## src/rtl/adc_readout_pkg.sv

```systemverilog
// constants, types and reset values of the conversion and serial readout block
// assumes a 20 MHz system clock; every cycle count below is derived from that period
package adc_readout_pkg;

    // ********************************************************
    // timing
    // ********************************************************
    localparam int CLK_PERIOD_NS = 50;
    localparam int CONV_TIME_NS = 3800;
    localparam int SLEEP_CONV_TIME_NS = 9800;
    localparam int DATA_HOLD_NS = 10;
    localparam int CONV_CYCLES = (CONV_TIME_NS + CLK_PERIOD_NS - 1) / CLK_PERIOD_NS;
    localparam int SLEEP_CONV_CYCLES = (SLEEP_CONV_TIME_NS + CLK_PERIOD_NS - 1) / CLK_PERIOD_NS;
    localparam int HOLD_RAW = DATA_HOLD_NS / CLK_PERIOD_NS;
    localparam int HOLD_CYCLES = (HOLD_RAW < 1) ? 1 : HOLD_RAW;
    localparam int CNT_W = 8;
    localparam logic [CNT_W-1:0] CONV_LAST = CNT_W'(CONV_CYCLES - 1);
    localparam logic [CNT_W-1:0] SLEEP_CONV_LAST = CNT_W'(SLEEP_CONV_CYCLES - 1);

    // ********************************************************
    // word layout
    // ********************************************************
    localparam int RESULT_BITS = 12;
    localparam int LEAD_ZEROS = 4;
    localparam int WORD_BITS = LEAD_ZEROS + RESULT_BITS;
    localparam int FIFO_DEPTH = 32;
    localparam int BIT_CNT_W = 5;
    localparam logic [BIT_CNT_W-1:0] LAST_BIT_IDX = BIT_CNT_W'(WORD_BITS - 1);
    localparam logic [BIT_CNT_W-1:0] HOLD_LAST = BIT_CNT_W'(HOLD_CYCLES - 1);

    // ********************************************************
    // state
    // ********************************************************
    typedef enum logic [1:0] {S_TRACK, S_CONVERT, S_STORE, S_SLEEP} conv_state_t;
    typedef enum logic [1:0] {R_IDLE, R_DRIVE, R_HOLD} read_state_t;

    typedef struct packed {
        logic [2:0] conv_sync;
        logic [2:0] sclk_sync;
        conv_state_t cst;
        logic [CNT_W-1:0] ccnt;
        logic long_conv;
        logic [RESULT_BITS-1:0] result;
        logic busy;
        logic hold;
        logic pd;
        read_state_t rdst;
        logic [BIT_CNT_W-1:0] bits;
        logic [WORD_BITS-1:0] shift;
        logic sdo;
        logic oe;
    } readout_state_t;

    // start pin and serial clock idle high and low respectively
    localparam readout_state_t STATE_RESET = '{
        conv_sync: 3'h7, sclk_sync: 3'h0, cst: S_TRACK, ccnt: '0, long_conv: 1'b0,
        result: '0, busy: 1'b0, hold: 1'b0, pd: 1'b0, rdst: R_IDLE, bits: '0,
        shift: '0, sdo: 1'b0, oe: 1'b0};

    // bipolar parts flip the msb of the offset-binary core code
    function automatic logic [WORD_BITS-1:0] code_word(input logic [RESULT_BITS-1:0] raw,
                                                       input logic bipolar);
        logic [RESULT_BITS-1:0] coded;
        coded = raw;
        coded[RESULT_BITS-1] = raw[RESULT_BITS-1] ^ bipolar;
        code_word = {{LEAD_ZEROS{1'b0}}, coded};
    endfunction

endpackage

```

## src/rtl/word_stream_if.sv

```systemverilog
// valid/ready carrier between the readout logic and its result fifo
// assumes both ends run on the same clock
`timescale 1ns/10ps
`default_nettype none
interface word_stream_if #(parameter int WIDTH = 16) ();
    logic push_valid;
    logic push_ready;
    logic [WIDTH-1:0] push_data;
    logic pop_valid;
    logic pop_ready;
    logic [WIDTH-1:0] pop_data;

    modport store (input push_valid, input push_data, output push_ready,
                   output pop_valid, output pop_data, input pop_ready);
    modport user (output push_valid, output push_data, input push_ready,
                  input pop_valid, input pop_data, output pop_ready);
endinterface // word_stream_if
`default_nettype wire

```

## src/rtl/adc_readout.sv

```systemverilog
// conversion control and serial readout of a 12-bit successive-approximation converter
// assumes the converter core presents RESULT_CODE on SYS_CLK; start pin and serial clock are asynchronous
`timescale 1ns/10ps
`default_nettype none

// What this block does
// - a falling start edge while tracking begins a conversion and puts track/hold into hold
// - busy rises at that falling edge and falls once the result is written to the fifo
// - start still low at conversion end sends the part into power-down
// - from power-down, the next rising start edge wakes the part
// - each of the first fifteen falling serial clock edges of a readout presents the next serial data bit
// - a readout is sixteen bits: four zeros then the twelve result bits
// - after the sixteenth falling edge the last bit holds, then output floats
// - bipolar parts code in two's complement, unipolar in straight binary
// - conversion lasts 3.8 us normally, 9.8 us after waking from sleep
module adc_readout
    import adc_readout_pkg::*;
(
    input wire logic SYS_CLK,                       // 20 MHz system clock
    input wire logic RST_B,                         // async reset, active low
    input wire logic CONVERSION_START_N,            // start pin, active low, asynchronous
    input wire logic SERIAL_CLK,                    // serial clock from controller, asynchronous
    input wire logic [RESULT_BITS-1:0] RESULT_CODE, // offset-binary code of the core
    input wire logic BIPOLAR,                       // variant select: 1 bipolar range
    output logic BUSY,                              // conversion in progress
    output logic TRACK_HOLD,                        // 1 while track/hold holds
    output logic POWER_DOWN,                        // part is powered down
    output logic SERIAL_DATA_OUT,                   // serial data pin, output value
    output logic SERIAL_DATA_OE                     // serial data pin drive enable
);

    // ********************************************************
    // state and carriers
    // ********************************************************
    readout_state_t cur_reg;
    readout_state_t cur_next;
    word_stream_if #(.WIDTH(WORD_BITS)) words ();

    logic conv_lvl;
    logic conv_fall;
    logic conv_rise;
    logic sclk_fall;
    logic conv_done;

    // bit [0] is the first synchroniser stage, bit [1] the second, bit [2] history
    assign conv_lvl = cur_reg.conv_sync[1];
    assign conv_fall = cur_reg.conv_sync[2] && !cur_reg.conv_sync[1];
    assign conv_rise = !cur_reg.conv_sync[2] && cur_reg.conv_sync[1];
    assign sclk_fall = cur_reg.sclk_sync[2] && !cur_reg.sclk_sync[1];
    assign conv_done = (cur_reg.cst == S_CONVERT) &&
                       (cur_reg.ccnt == (cur_reg.long_conv ? SLEEP_CONV_LAST : CONV_LAST));

    assign words.push_valid = (cur_reg.cst == S_STORE);
    assign words.push_data = code_word(cur_reg.result, BIPOLAR);
    assign words.pop_ready = (cur_reg.rdst == R_IDLE);

    result_fifo #(
        .WIDTH(WORD_BITS),
        .DEPTH(FIFO_DEPTH)
    ) u_fifo (
        .clk(SYS_CLK),
        .rst_b(RST_B),
        .port(words.store)
    );

    // ********************************************************
    // next state
    // ********************************************************
    always_comb begin
        cur_next = cur_reg;
        cur_next.conv_sync = {cur_reg.conv_sync[1:0], CONVERSION_START_N};
        cur_next.sclk_sync = {cur_reg.sclk_sync[1:0], SERIAL_CLK};

        // conversion control
        case (cur_reg.cst)
            S_TRACK: begin
                if (conv_fall) begin
                    cur_next.cst = S_CONVERT;
                    cur_next.hold = 1'b1;
                    cur_next.busy = 1'b1;
                    cur_next.ccnt = '0;
                end
            end
            S_CONVERT: begin
                // start edges during a conversion are ignored
                cur_next.ccnt = cur_reg.ccnt + 1'b1;
                if (conv_done) begin
                    cur_next.result = RESULT_CODE;
                    cur_next.long_conv = 1'b0;
                    cur_next.cst = S_STORE;
                end
            end
            S_STORE: begin
                // a full fifo keeps busy high: results are never dropped
                if (words.push_ready) begin
                    cur_next.busy = 1'b0;
                    cur_next.hold = 1'b0;
                    if (!conv_lvl) begin
                        cur_next.cst = S_SLEEP;
                        cur_next.pd = 1'b1;
                        cur_next.long_conv = 1'b1;
                    end else begin
                        cur_next.cst = S_TRACK;
                    end
                end
            end
            S_SLEEP: begin
                if (conv_rise) begin
                    cur_next.cst = S_TRACK;
                    cur_next.pd = 1'b0;
                end
            end
            default: begin
                cur_next.cst = S_TRACK;
            end
        endcase

        // serial readout
        case (cur_reg.rdst)
            R_IDLE: begin
                if (words.pop_valid) begin
                    cur_next.shift = words.pop_data;
                    cur_next.sdo = words.pop_data[WORD_BITS-1];
                    cur_next.oe = 1'b1;
                    cur_next.bits = '0;
                    cur_next.rdst = R_DRIVE;
                end
            end
            R_DRIVE: begin
                if (sclk_fall) begin
                    if (cur_reg.bits == LAST_BIT_IDX) begin
                        // last bit stays on the pin through the hold interval
                        cur_next.bits = '0;
                        cur_next.rdst = R_HOLD;
                    end else begin
                        cur_next.bits = cur_reg.bits + 1'b1;
                        cur_next.shift = {cur_reg.shift[WORD_BITS-2:0], 1'b0};
                        cur_next.sdo = cur_reg.shift[WORD_BITS-2];
                    end
                end
            end
            R_HOLD: begin
                if (cur_reg.bits == HOLD_LAST) begin
                    cur_next.oe = 1'b0;
                    cur_next.sdo = 1'b0;
                    cur_next.rdst = R_IDLE;
                end else begin
                    cur_next.bits = cur_reg.bits + 1'b1;
                end
            end
            default: begin
                cur_next.rdst = R_IDLE;
                cur_next.oe = 1'b0;
            end
        endcase
    end

    always_ff @(posedge SYS_CLK or negedge RST_B) begin
        if (!RST_B) begin
            cur_reg <= STATE_RESET;
        end else begin
            cur_reg <= cur_next;
        end
    end

    // ********************************************************
    // outputs
    // ********************************************************
    assign BUSY = cur_reg.busy;
    assign TRACK_HOLD = cur_reg.hold;
    assign POWER_DOWN = cur_reg.pd;
    assign SERIAL_DATA_OUT = cur_reg.sdo;
    assign SERIAL_DATA_OE = cur_reg.oe;
endmodule // adc_readout
`default_nettype wire

```

## src/rtl/result_fifo.sv

```systemverilog
// result fifo: flip-flop storage, valid/ready on both sides
// assumes DEPTH is a power of two and a synchronous user on clk
`timescale 1ns/10ps
`default_nettype none
module result_fifo #(
    parameter int WIDTH = 16,
    parameter int DEPTH = 32
) (
    input wire logic clk,           // system clock
    input wire logic rst_b,         // async reset, active low
    word_stream_if.store port       // push and pop sides
);
    localparam int AW = $clog2(DEPTH);

    typedef struct packed {
        logic [DEPTH-1:0][WIDTH-1:0] mem;
        logic [AW-1:0] wr;
        logic [AW-1:0] rd;
        logic [AW:0] count;
    } fifo_state_t;

    fifo_state_t cur_reg;
    fifo_state_t cur_next;
    logic do_push;
    logic do_pop;

    assign port.push_ready = (cur_reg.count != (AW+1)'(DEPTH));
    assign port.pop_valid = (cur_reg.count != '0);
    assign port.pop_data = cur_reg.mem[cur_reg.rd];
    assign do_push = port.push_valid && port.push_ready;
    assign do_pop = port.pop_valid && port.pop_ready;

    always_comb begin
        cur_next = cur_reg;
        if (do_push) begin
            cur_next.mem[cur_reg.wr] = port.push_data;
            cur_next.wr = cur_reg.wr + 1'b1;
        end
        if (do_pop) begin
            cur_next.rd = cur_reg.rd + 1'b1;
        end
        if (do_push && !do_pop) begin
            cur_next.count = cur_reg.count + 1'b1;
        end else if (do_pop && !do_push) begin
            cur_next.count = cur_reg.count - 1'b1;
        end
    end

    always_ff @(posedge clk or negedge rst_b) begin
        if (!rst_b) begin
            cur_reg <= '0;
        end else begin
            cur_reg <= cur_next;
        end
    end
endmodule // result_fifo
`default_nettype wire

```

## config.mk

```make
export PLATFORM = sky130hd
export DESIGN_NAME = adc_readout
export DESIGN_NICKNAME = d
export VERILOG_FILES = /design/src/rtl/adc_readout_pkg.sv /design/src/rtl/word_stream_if.sv /design/src/rtl/adc_readout.sv /design/src/rtl/result_fifo.sv
export SDC_FILE = /design/constraint.sdc
export NUM_CORES = 1
export LEC_CHECK = 0
export BUFFER_PORTS_ARGS = -buffer_cell sky130_fd_sc_hd__buf_2
export CAP_MARGIN = 20
export CORE_MARGIN = 1.5
export CORE_UTILIZATION = 60
export CTS_CLUSTER_SIZE = 20
export DETAILED_ROUTE_END_ITERATION = 6
export GPL_TIMING_DRIVEN = 0
export PLACE_DENSITY = 0.76
export SLEW_MARGIN = 40
export SYNTH_ARGS = -nofsm -noshare
export SYNTH_HDL_FRONTEND = slang
export SYNTH_SLANG_ARGS = --single-unit
export TNS_END_PERCENT = 10
```

## constraint.sdc

```tcl
create_clock -name SYS_CLK -period 5.45 [get_ports SYS_CLK]
set_clock_uncertainty 0.1 [all_clocks]
set_input_delay 0.2725 -clock SYS_CLK [delete_from_list [all_inputs] [get_ports SYS_CLK]]
set_output_delay 0.2725 -clock SYS_CLK [all_outputs]
set_load 0.02 [all_outputs]
```

Yosys cells after proc, flatten, opt, wreduce, memory -nomap -nowiden
Index checks and enable logic that the tools add are counted.
{"block": "totals", "register_bits": 584, "latch_bits": 0, "mem_bits_rw": 0, "mem_bits_ro": 0, "inputBits": 17, "output_inout_bits": 5, "word_cells": 151, "n_memories": 0}
{"block": "classes", "addsub": 6, "multipliers": 0, "div_mod_pow": 0, "order_cmp": 3, "eq_ne": 19, "shifts": 0, "muxes": 36, "n_bitwise": 2, "reduce_logical": 36}
{"op": "bitwise mux 512 bit", "count": 1}
{"op": "binary-select mux 16 bit (select 5 bit)", "count": 1}
{"op": "demux 16 bit (select 5 bit)", "count": 1}
{"op": "2-to-1 mux 16 bit", "count": 2}
{"op": "case mux 15 bit (2 select lines)", "count": 1}
{"op": "2-to-1 mux 25 bit", "count": 1}
{"op": "2-to-1 mux 24 bit", "count": 1}
{"op": "AND reduction 4 bit", "count": 6}
{"op": "inequality test 2 bit (second input constant)", "count": 10}
{"op": "2-to-1 mux 17 bit", "count": 1}
{"op": "case mux 8 bit (2 select lines)", "count": 1}
{"op": "adder 5 x 1 -> 5 bit (second input constant)", "count": 3}
{"op": "case mux 5 bit (3 select lines)", "count": 1}
{"op": "2-to-1 mux 2 bit", "count": 7}
{"op": "2-to-1 mux 13 bit", "count": 1}
{"op": "< comparator 5 x 6 -> 1 bit (second input constant)", "count": 2}
{"op": "2-to-1 mux 6 bit", "count": 2}
{"op": "nonzero test 2 bit", "count": 6}
{"op": "2-to-1 mux 10 bit", "count": 1}
{"op": "2-to-1 mux 5 bit", "count": 2}
{"op": "logical AND 1 bit", "count": 9}
{"op": "adder 8 x 1 -> 8 bit (second input constant)", "count": 1}
{"op": "equality test 8 bit", "count": 1}
{"op": "2-to-1 mux 8 bit", "count": 1}
{"op": "other kinds (25)", "count": 39}

Depth between registers and ports, before layout
Gate-level depths: netlist (run 1).
{"block": "logic_depth", "word_depth": 6, "mapped_depth": 13, "ltp_nobuf": 12}

By module
A second synthesis (run 1) with hierarchy kept.
{"block": "hier_totals", "hier_cells": 1818, "area_unflattened_um2": 27931.8}
{"mod": "result_fifo", "n_inst": 1, "cells_per_inst": 1576, "area_per_inst_um2": 25254.2, "seq_area_each_um2": 13212.7}
{"mod": "adc_readout", "n_inst": 1, "cells_per_inst": 242, "area_per_inst_um2": 2677.6, "seq_area_each_um2": 1380.1}

Worst setup path after synthesis (run 1)
Ideal clock, no wire load.
{"block": "synth_timing", "path_type": "flip-flop to flip-flop", "start": "register u_fifo.cur_reg[3] (netlist bit)", "end": "register u_fifo.cur_reg[5] (netlist bit)", "setup_ns": 0.135, "arrival_time_ns": 3.147, "required_ns": 5.215, "slack_ns": 2.068, "stages_incl_launch_ff": 14, "n_path_buf": 1, "synth_period_minus_slack_ns": 3.382, "path_cell_list": "dfrtp_1 > or4_1 > buf_2 > or3_1 > and2_1 > inv_1 > ha_1 > inv_1 > ha_1 > a21o_1 > a21oi_1 > or4_1 > nand3_1 > xnor2_1"}
{"block": "synth_via", "elab_chain_cells": 5, "elab_cells_between_ends": 13, "classes_between": "add/sub (2); eq/ne (1); mux (2); reduce/logical (8)"}
{"item": "from (decl)", "line_no": "result_fifo.sv:22", "text": "fifo_state_t cur_reg;"}
{"item": "from (signal assigned)", "line_no": "result_fifo.sv:53", "text": "cur_reg <= cur_next;"}
{"item": "parallel branches: the longest is 5 deep, another holds subtractor 6 x 1 -> 6 bit"}
Several ways; the timed one is not identified. The select of a mux whose other input is x is not followed.
A chain may end at the register's enable or synchronous reset.

Worst setup path in the final report (run 1)
Same ends and word-level chain as after synthesis.

==> results of run 1 <==
## through the flow
step                      utilization (%)  cell area, µm²  power, W  std cells
after floorplan                         -           21000   0.00494       1494
after global placement               62.9           21700   0.00555       1970
after detailed placement             63.4           21900   0.00561       1976
after CTS                            68.5           23700   0.00893       2077
after global routing                 68.5           23700   0.00922       2077
final                                68.6           23700   0.00889       2079
## routing by layer
layer / up-vias / GRT usage [%] / routed length (µm)
met5: - / 0 / 0
met4: 0 / 7.87 / 1240
met3: 97 / 5.15 / 2440
met2: 276 / 46.2 / 23800
met1: 6647 / 38.9 / 21600
li1: 5641 / - / -
## worst max path at each step
stage	slack [ps]	to
2_1_floorplan	2070	u_fifo.cur_reg[5]
3_3_place_gp	-4820	u_fifo.cur_reg[134]
3_5_place_dp	1700	u_fifo.cur_reg[5]
4_1_cts	1680	u_fifo.cur_reg[5]
5_1_grt	1450	u_fifo.cur_reg[5]
6_report	1680	u_fifo.cur_reg[5]
## power groups by stage
stage	Sequential [W]	Combinational (W)	Clock [W]
after floorplan	0.00363	0.00131	0
after CTS	0.00360	0.00198	0.00336
after global placement	0.00365	0.00190	0
after global routing	0.00361	0.00211	0.00349
final	0.00360	0.00197	0.00333
after detailed placement	0.00365	0.00196	0
## critical path, cell delays in order (launching register included)
cell     delay [ps]
dfrtp_1         410
or4_1           510
buf_2           220
or3_1           370
and2_1          270
inv_1           170
ha_1            270
inv_1           170
ha_1            300
a21o_1          100
a21oi_1         100
or4_1           480
nand3_1         110
xnor2_1          60
## Yosys cell counts (all sizes together), types with 4 or more instances
master / number / share of area, %
a2111oi: 12 / 0.50
a211oi: 4 / 0.14
a21oi: 40 / 0.95
a221oi: 8 / 0.33
a22o: 18 / 0.75
a31oi: 5 / 0.15
and2: 13 / 0.39
buf: 57 / 2.2
clkbuf: 66 / 1.2
dfrtp: 452 / 54
ha: 19 / 1.1
inv: 21 / 0.37
mux2: 376 / 20
mux2i: 53 / 2.5
mux4: 72 / 7.7
nand2: 54 / 0.96
nand2b: 8 / 0.24
nand3: 12 / 0.29
nand3b: 4 / 0.14
nor2: 71 / 1.3
nor2b: 4 / 0.12
nor3: 4 / 0.095
o2111ai: 8 / 0.33
o21ai: 28 / 0.67
o221ai: 4 / 0.17
o22ai: 14 / 0.42
o311ai: 4 / 0.50
o31ai: 15 / 0.54
or2: 5 / 0.15
xnor2: 12 / 0.50
## timing repair
action	in CTS	in global routing
hold buffers	15	0
endpoints found under the setup margin	0	0
endpoints found under the hold margin	189	0
## cell type report
type                    count  area, µm²  share of cell area (%)
clock buffers              77       1510                    6.39
clock inverters             9        110                   0.465
repair buffers             42        430                    1.82
inverters                  21       78.8                   0.333
diodes                      2       5.00                  0.0211
plain buffers             123        709                    3.00
multi-input cells         895       8880                    37.5
well taps                 455        569                    2.40
flip-flops and latches    455      11400                    48.1
## logic make-up (layout without fill, tap and decap cells)
family / Yosys count / count (layout) / share of synthesized area [%]
AND/OR/NAND/NOR: 193 / 193 / 4.27
other: 0 / 2 / 0
multiplexers: 501 / 501 / 30.3
adder cells (fa/ha/maj): 20 / 20 / 1.22
buffers and inverters: 144 / 272 / 3.74
XOR/XNOR: 13 / 13 / 0.541
AO/OA/AOI/OAI: 168 / 168 / 5.77
flip-flops: 455 / 455 / 54.1
==> flow_metrics.env, run 1 <==
export IMPL_status="finished, final reports clean"
export IMPL_path_clk_slew_ps=60
export IMPL_cp_arrival_ps=4090
export IMPL_rsz0062_at_grt="no"
export IMPL_syn_area_um2=21000
export IMPL_nets=1624
export IMPL_wire_per_inst_um=23.6
export IMPL_fp_dieH_um=190
export IMPL_rr_startpoint="u_fifo.cur_reg[3]"
export IMPL_mostFrequentLayoutCells="dfrtp_1 (452), mux2_2 (376), clkbuf_1 (77)"
export IMPL_clock_power_share_pct=37.4
export IMPL_start_kind="flop"
export IMPL_cp_max_fo=7
export IMPL_drt_pass1_iter_count=5
export IMPL_drt_iter0_markers=788
export IMPL_power_leakage_nw=11.1
export IMPL_antenna_found_initial=0
export IMPL_drv_cap=0
export IMPL_syn_nets=1531
export IMPL_yosysSeqAreaShare_pct=54.1
export IMPL_synth_edff_count=0
export IMPL_grt_first_pass_wirelength_um=77700
export IMPL_pwr_share_comb_pct=22.1
export IMPL_drc=0
export IMPL_switching_share_pct=30.5
export IMPL_setup_violations=0
export IMPL_criticalPathCategory="flop to flop"
export IMPL_clock_latency_ps=560
export IMPL_synthToLayoutAreaGrowth_pct=12.5
export IMPL_grt_ovfl_total=0
export IMPL_setup_tns_final_ps=0
export IMPL_async_reset_ff_share_pct=100
export IMPL_final_common_cell="dfrtp_1"
export IMPL_portBuffers=21
export IMPL_setup_slack_ps=1680
export IMPL_wl_um=49000
export IMPL_synthCells=1494
export IMPL_rr_worst_depth=13
export IMPL_dieArea_um2=36200
export IMPL_p_per_area_nw_per_um2=375
export IMPL_crit_required_ps=5780
export IMPL_dieWidth_um=190
export IMPL_p_switching_w=0.00271
export IMPL_largest_reg_flops=400
export IMPL_ir_drop_uv=270
export IMPL_crit_start="u_fifo.cur_reg[3]"
export IMPL_ys_flop_type="dfrtp_1"
export IMPL_cp_end_kind="flop"
export IMPL_seq_power_share_pct=40.5
export IMPL_synth_cell_type_count=54
export IMPL_min_period_over_period_pct=69.1
export IMPL_io_pins=22
export IMPL_pre_cts_slack_ps=1700
export IMPL_slew_headroom_pct=42.4
export IMPL_period_needed_ps=3770
export IMPL_row_count=68
export IMPL_max_freq_mhz=265
export IMPL_grt_pass1_vias=13535
export IMPL_finalHoldViolations=0
export IMPL_grt_start_max_net_pins=78
export IMPL_yosysWarnings=0
export IMPL_holdWs_ps=114
export IMPL_track_usage_pct=28.2
export IMPL_hold_path_class="input port to async pin"
export IMPL_cts_resized=0
export IMPL_cts_buffers=49
export IMPL_cts_sinks=455
export IMPL_r2r_end="u_fifo.cur_reg[5]"
export IMPL_fillCellCount=2396
export IMPL_hpwl_um=35400
export IMPL_tightest_slew_ps=864
export IMPL_cts_root_buffer="clkbuf_16"
export IMPL_htreeDepth=2
export IMPL_drive_gt1_share_pct=38.1
export IMPL_initial_utilization_pct=60.9
export IMPL_vias=12661
export IMPL_rrSetupSlack_ps=1680
export IMPL_place_congestion=0.797
export IMPL_cts_max_path_buffers=3
export IMPL_internal_power_w=0.00618
export IMPL_final_antenna_net_count=0
export IMPL_avgSynthCellArea_um2=14.1
export IMPL_ys_ff_latch=455
export IMPL_coreArea_um2=34500
export IMPL_slew_violations=0
export IMPL_post_cts_setup_buffers=0
export IMPL_tritoncts="yes"
export IMPL_vias_per_cell=6.09
Note: power is estimated with default switching activity, not from simulation.
==> run 2: changes to the inputs <==
--- a/config.mk
+++ b/config.mk
@@ -5,6 +5,7 @@
 export SDC_FILE = /design/constraint.sdc
 export NUM_CORES = 1
 export LEC_CHECK = 0
+export ABC_AREA = 1
 export BUFFER_PORTS_ARGS = -buffer_cell sky130_fd_sc_hd__buf_2
 export CAP_MARGIN = 20
 export CORE_MARGIN = 1.5
==> constraint.sdc (replaced) <==
create_clock -name SYS_CLK -period 3.6 [get_ports SYS_CLK]
set_clock_uncertainty 0.1 [all_clocks]
set_input_delay 0.18 -clock SYS_CLK [delete_from_list [all_inputs] [get_ports SYS_CLK]]
set_output_delay 0.18 -clock SYS_CLK [all_outputs]
set_load 0.02 [all_outputs]
==> run 2 against run 1 <==
  * The run now ends with hold timing left
  * Sequential power up 110%
  * Register-to-register slack worse by 1200 ps
  * Highest routed layer is now met5
  * Core utilization up 0.67 points
  * Worst setup slack worse by 1200 ps
  * Final area increased by 1.7%
  * Largest cell class unchanged
==> flow_metrics.env, run 2 <==
export IMPL_status="finished with violations"
export IMPL_violations="hold timing"
export IMPL_ys_flop_type="dfrtp_1"
export IMPL_grt_ovfl_total=0
export IMPL_setup_tns_final_ps=0
export IMPL_antenna_found_initial=3
export IMPL_setup_violations=0
export IMPL_vias=19420
export IMPL_slew_headroom_pct=40.7
export IMPL_ir_drop_uv=544
export IMPL_p_switching_w=0.00887
export IMPL_seq_power_share_pct=35.2
export IMPL_criticalPathCategory="flop to flop"
export IMPL_tightest_slew_ps=889
export IMPL_post_cts_setup_buffers=0
export IMPL_yosysWarnings=0
export IMPL_cts_sinks=455
export IMPL_synth_most_common_cell="nand2_1"
export IMPL_syn_nets=2645
export IMPL_synth_area_leaders="dfrtp_1 (53%), nand2_1 (12%), o21ai_0 (10%)"
export IMPL_drive_gt1_share_pct=10.6
export IMPL_track_usage_pct=39.9
export IMPL_cts_resized=0
export IMPL_clock_power_share_pct=24.9
export IMPL_p_per_area_nw_per_um2=879
export IMPL_async_reset_ff_share_pct=100
export IMPL_start_kind="flop"
export IMPL_initial_utilization_pct=61.5
export IMPL_period_needed_ps=3070
export IMPL_hpwl_um=50400
export IMPL_pwr_share_comb_pct=39.9
export IMPL_path_clk_slew_ps=60
export IMPL_max_freq_mhz=325
export IMPL_vias_per_cell=6.08
export IMPL_tritoncts="yes"
export IMPL_grt_start_max_net_pins=78
export IMPL_place_congestion=0.991
export IMPL_drc=0
export IMPL_synthCells=2608
export IMPL_drt_pass1_iter_count=6
export IMPL_hold_path_class="input port to async pin"
export IMPL_dieWidth_um=192
export IMPL_synthToLayoutAreaGrowth_pct=12.5
export IMPL_grt_first_pass_wirelength_um=109000
export IMPL_cts_max_path_buffers=3
export IMPL_wire_per_inst_um=22.2
export IMPL_power_leakage_nw=11.5
export IMPL_final_antenna_net_count=0
export IMPL_wl_um=70800
export IMPL_synth_edff_count=0
export IMPL_switching_share_pct=41.9
export IMPL_synth_cell_type_count=43
export IMPL_cts_buffers=48
export IMPL_min_period_over_period_pct=85.4
export IMPL_portBuffers=21
export IMPL_finalHoldViolations=7
export IMPL_yosysSeqAreaShare_pct=53.2
export IMPL_htreeDepth=2
export IMPL_coreArea_um2=34800
export IMPL_cp_max_fo=10
export IMPL_yosys_area_top_type_share_pct=52.8
export IMPL_setup_slack_ps=525
export IMPL_slew_violations=0
export IMPL_nets=2738
export IMPL_syn_area_um2=21400
export IMPL_yosys_area_top_type="dfrtp_1"
export IMPL_grt_pass1_vias=18726
export IMPL_ys_ff_latch=455
export IMPL_cp_end_kind="flop"
export IMPL_crit_required_ps=4020
export IMPL_cts_root_buffer="clkbuf_16"
export IMPL_row_count=68
export IMPL_synth_common_cells="nand2_1 (671), dfrtp_1 (452), o21ai_0 (436), nor2_1 (277), nand3_1 (149)"
export IMPL_rsz0062_at_grt="no"
export IMPL_io_pins=22
export IMPL_postCtsHoldBufs=15
export IMPL_cp_arrival_ps=3490
export IMPL_largest_reg_flops=400
export IMPL_fp_dieH_um=192
export IMPL_internal_power_w=0.0123
export IMPL_final_common_cell="nand2_1"
export IMPL_mostFrequentLayoutCells="nand2_1 (671), dfrtp_1 (452), o21ai_0 (436)"
export IMPL_dieArea_um2=36800
export IMPL_pre_cts_slack_ps=639
export IMPL_drt_iter0_markers=2194
export IMPL_drv_cap=0
export IMPL_holdWs_ps=-12.4
export IMPL_clock_latency_ps=600
export IMPL_avgSynthCellArea_um2=8.21
[run 2: path summary, 6_finish.rpt]
| path | start | endpoint | slack (ps) | cells past startpoint |
|---|---|---|---|---|
| setup / recovery | cur_reg[50] | u_fifo.cur_reg[4] | 530 | 16 |
| hold / removal | RST_B | BUSY | -10 | 2 |
| setup reg to reg | cur_reg[50] | u_fifo.cur_reg[4] | 530 | 16 |
| hold reg to reg | cur_next[55] | conv_lvl | 270 | 0 |
| max in group asynchronous | RST_B | u_fifo.cur_reg[388] | 2260 | 4 |
| min in group SYS_CLK | BIPOLAR | u_fifo.cur_reg[171] | 30 | 3 |
[run 2: critical path: stages, from the launching register on]
cell	delay (ps)
dfrtp_1	440
inv_2	80
nor2_4	190
nand2_4	120
inv_4	170
buf_6	210
buf_12	200
ha_1	200
inv_1	120
fa_1	400
nand2_1	100
nand2_1	60
a21oi_1	130
inv_1	80
o21ai_0	190
a21oi_1	90
a21oi_1	120
[run 2: power by group through the flow]
stage	registers [W]	logic [W]	clock network, W
final	0.00746	0.00846	0.00527
after global routing	0.00760	0.00922	0.00545
after CTS	0.00742	0.00818	0.00528
after detailed placement	0.00748	0.00810	0
after global placement	0.00744	0.00783	0
after floorplan	0.00728	0.00541	0
[run 2: cell families (layout without fill, tap and decap cells)]
group	Yosys count	in the layout	share of synthesized area, %
XOR/XNOR	13	13	0.532
AO/OA/AOI/OAI	632	632	15.7
AND/OR/NAND/NOR	1143	1143	21.7
multiplexers	12	12	0.736
adder cells (fa/ha/maj)	20	20	1.20
buffers and inverters	333	464	6.87
other	0	1	0
flip-flops	455	455	53.2
[run 2: metal layers]
| metal | GRT usage [%] | share of wire, % | up-vias |
|---|---|---|---|
| li1 | - | - | 8668 |
| met1 | 53.6 | 40 | 9490 |
| met2 | 59.2 | 43 | 1033 |
| met3 | 9.21 | 11 | 225 |
| met4 | 23.4 | 6.4 | 4 |
| met5 | 0 | 0.064 | - |
[run 2: area by class of cell]
class	instances	area (µm²)
inverters	144	543
diodes	1	2.50
repair buffers	43	442
well taps	455	569
clock buffers	69	1430
clock inverters	19	233
flip-flops and latches	455	11400
multi-input cells	1820	8550
fillers	2781	10700
plain buffers	189	933
[run 2: stage by stage]
step                      power, W  utilization (%)  cell area (µm²)  cells
after global placement      0.0153             63.5            22100   3084
after detailed placement    0.0156             64.0            22300   3090
after global routing        0.0223             69.2            24100   3195
after CTS                   0.0209             69.2            24100   3193
final                       0.0212             69.2            24100   3195
after floorplan             0.0127                -            21400   2608
==> run 3: changes to the inputs <==
--- a/config.mk
+++ b/config.mk
@@ -6,12 +6,12 @@
 export NUM_CORES = 1
 export LEC_CHECK = 0
 export ABC_AREA = 1
-export BUFFER_PORTS_ARGS = -buffer_cell sky130_fd_sc_hd__buf_2
 export CAP_MARGIN = 20
 export CORE_MARGIN = 1.5
 export CORE_UTILIZATION = 60
 export CTS_CLUSTER_SIZE = 20
 export DETAILED_ROUTE_END_ITERATION = 6
+export DONT_BUFFER_PORTS = 1
 export GPL_TIMING_DRIVEN = 0
 export PLACE_DENSITY = 0.76
 export SLEW_MARGIN = 40
==> run 3 against run 2 <==
  * The flow still finishes with violations (hold timing)
  * Clock power is 1% lower
  * Worst setup slack improved by 66 ps
  * Total power fell by 1.0%
  * Die area is the same
  * Critical path depth is 4 higher
  * Combinational power down 2.4%
  * Maximum frequency is 2.2% higher
  * Global-route usage shrank 0.16 points
  * Critical path type unchanged
==> flow_metrics.env, run 3 (same netlist as run 2, synthesis figures left out) <==
export IMPL_row_count=68
export IMPL_coreArea_um2=34800
export IMPL_vias_per_cell=6.14
export IMPL_use_met3_pct=7.73
export IMPL_grt_first_pass_wirelength_um=109000
export IMPL_min_period_over_period_pct=83.6
export IMPL_final_common_cell="nand2_1"
export IMPL_p_switching_w=0.00867
export IMPL_pwr_share_comb_pct=39.4
export IMPL_multi_input_area_um2=8550
export IMPL_use_met1_pct=54.3
export IMPL_post_cts_setup_buffers=0
export IMPL_mostFrequentLayoutCells="nand2_1 (671), dfrtp_1 (452), o21ai_0 (436)"
export IMPL_portBuffers=0
export IMPL_largest_reg_flops=400
export IMPL_cp_arrival_ps=3370
export IMPL_seq_area_um2=11400
export IMPL_status="finished with violations"
export IMPL_grt_ovfl_total=0
export IMPL_r2r_end="u_fifo.cur_reg[5]"
export IMPL_setup_slack_ps=591
export IMPL_drc=0
export IMPL_grt_busiest_layer="met2"
export IMPL_vias=19409
export IMPL_start_kind="flop"
export IMPL_cts_max_path_buffers=3
export IMPL_rsz0062_at_grt="no"
export IMPL_ir_drop_uv=634
export IMPL_tightest_slew_ps=1030
export IMPL_criticalPathCategory="flop to flop"
export IMPL_rr_startpoint="u_fifo.cur_reg[0]"
export IMPL_cp_max_fo=10
export IMPL_synthToLayoutAreaGrowth_pct=11.0
export IMPL_setup_violations=0
export IMPL_holdWs_ps=-803
export IMPL_nets=2710
export IMPL_cts_resized=0
export IMPL_grt_start_max_net_pins=456
export IMPL_period_needed_ps=3010
export IMPL_drv_cap=0
export IMPL_hold_path_class="input port to async pin"
export IMPL_clock_power_share_pct=24.8
export IMPL_final_antenna_net_count=0
export IMPL_met2_usage_pct=60.1
export IMPL_initial_utilization_pct=61.5
export IMPL_n_antenna_cell=0
export IMPL_seq_power_share_pct=35.8
export IMPL_cts_sinks=455
export IMPL_clock_latency_ps=580
export IMPL_finalHoldViolations=455
export IMPL_slew_violations=0
export IMPL_fin_util_pct=68.3
export IMPL_fillCellCount=2848
export IMPL_fin_cells=3162
export IMPL_track_usage_pct=39.7
export IMPL_fp_dieH_um=192
export IMPL_drt_iter0_markers=2448
export IMPL_wl_um=70600
export IMPL_io_pins=22
export IMPL_crit_required_ps=3960
export IMPL_pre_cts_slack_ps=643
export IMPL_power_leakage_nw=11.3
export IMPL_htreeDepth=2
export IMPL_violations="hold timing"
export IMPL_place_inst=3063
export IMPL_path_clk_slew_ps=60
export IMPL_drt_pass1_iter_count=6
export IMPL_p_per_area_nw_per_um2=882
export IMPL_cts_root_buffer="clkbuf_16"
export IMPL_max_freq_mhz=332
export IMPL_dieArea_um2=36800
export IMPL_tritoncts="yes"
export IMPL_setup_tns_final_ps=0
export IMPL_antenna_found_initial=1
export IMPL_cts_buffers=48
export IMPL_drive_gt1_share_pct=9.35
export IMPL_internal_power_w=0.0123
export IMPL_wire_per_inst_um=22.3
export IMPL_grt_pass1_vias=18514
export IMPL_place_congestion=0.982
export IMPL_switching_share_pct=41.4
export IMPL_slew_headroom_pct=31.3
export IMPL_crit_start="u_fifo.cur_reg[0]"
export IMPL_postCtsHoldBufs=15
export IMPL_rr_worst_depth=20
export IMPL_rrSetupSlack_ps=590
export IMPL_hpwl_um=49600
export IMPL_cp_end_kind="flop"
export IMPL_dieWidth_um=192
==> run 3: cell types whose count changed in the layout (fill, tap and decap cells not counted), sizes merged, moves of 2 or more <==
cell and change:
buf -28, clkbuf +4, clkinv -5, clkinvlp -2, inv -2
==> run 3: critical path: stages, from the launching register on <==
cell and delay, ps:
dfrtp_1 440, nor2_1 70, nand2_1 70, inv_2 70, nand3_2 80, nand2_4 90, inv_4 170, buf_6 200
buf_12 190, ha_1 200, inv_1 130, ha_1 360, nand3_1 90, nand3_1 100, nand2_1 70, a21oi_1 170
nor2_1 60, nand2_1 70, nand2_1 50, nand2_1 50, nand2_1 50
==> run 3: metrics by stage <==
step | area (µm²) | total power (W)
after detailed placement | 22000 | 0.0154
after global routing | 23800 | 0.0221
after floorplan | 21400 | 0.0127
after CTS | 23800 | 0.0207
after global placement | 22000 | 0.0151
final | 23800 | 0.0210
==> run 3: area by class of cell <==
| type | instances | area share [%] |
|---|---|---|
| sequential | 455 | 47.9 |
| multi-input combinational | 1820 | 36.0 |
| clock buffer | 73 | 6.00 |
| buffer | 189 | 3.94 |
| tap | 455 | 2.40 |
| inverter | 144 | 2.28 |
| clock inverter | 11 | 0.863 |
| timing repair buffer | 15 | 0.632 |
==> run 3: power groups by stage <==
stage / Sequential [W] / Combinational [W] / Clock, W
floorplan: 0.00728 / 0.00541 / 0
global placement: 0.00748 / 0.00764 / 0
detailed placement: 0.00753 / 0.00791 / 0
CTS: 0.00747 / 0.00798 / 0.00520
global route: 0.00766 / 0.00901 / 0.00541
finish: 0.00751 / 0.00826 / 0.00520
==> run 3: worst max-delay path by stage <==
stage / end / slack (ps)
after global placement: u_fifo.cur_reg[5] / 730
final: u_fifo.cur_reg[5] / 590
after floorplan: u_fifo.cur_reg[5] / 1100
after global routing: u_fifo.cur_reg[5] / 390
after CTS: u_fifo.cur_reg[5] / 640
after detailed placement: u_fifo.cur_reg[5] / 640
==> run 3: per-layer routing <==
layer / vias to the layer above / wire length (µm)
met5: - / 0
met4: 0 / 4370
met3: 235 / 7170
met2: 1096 / 30800
met1: 9468 / 28200
li1: 8610 / -
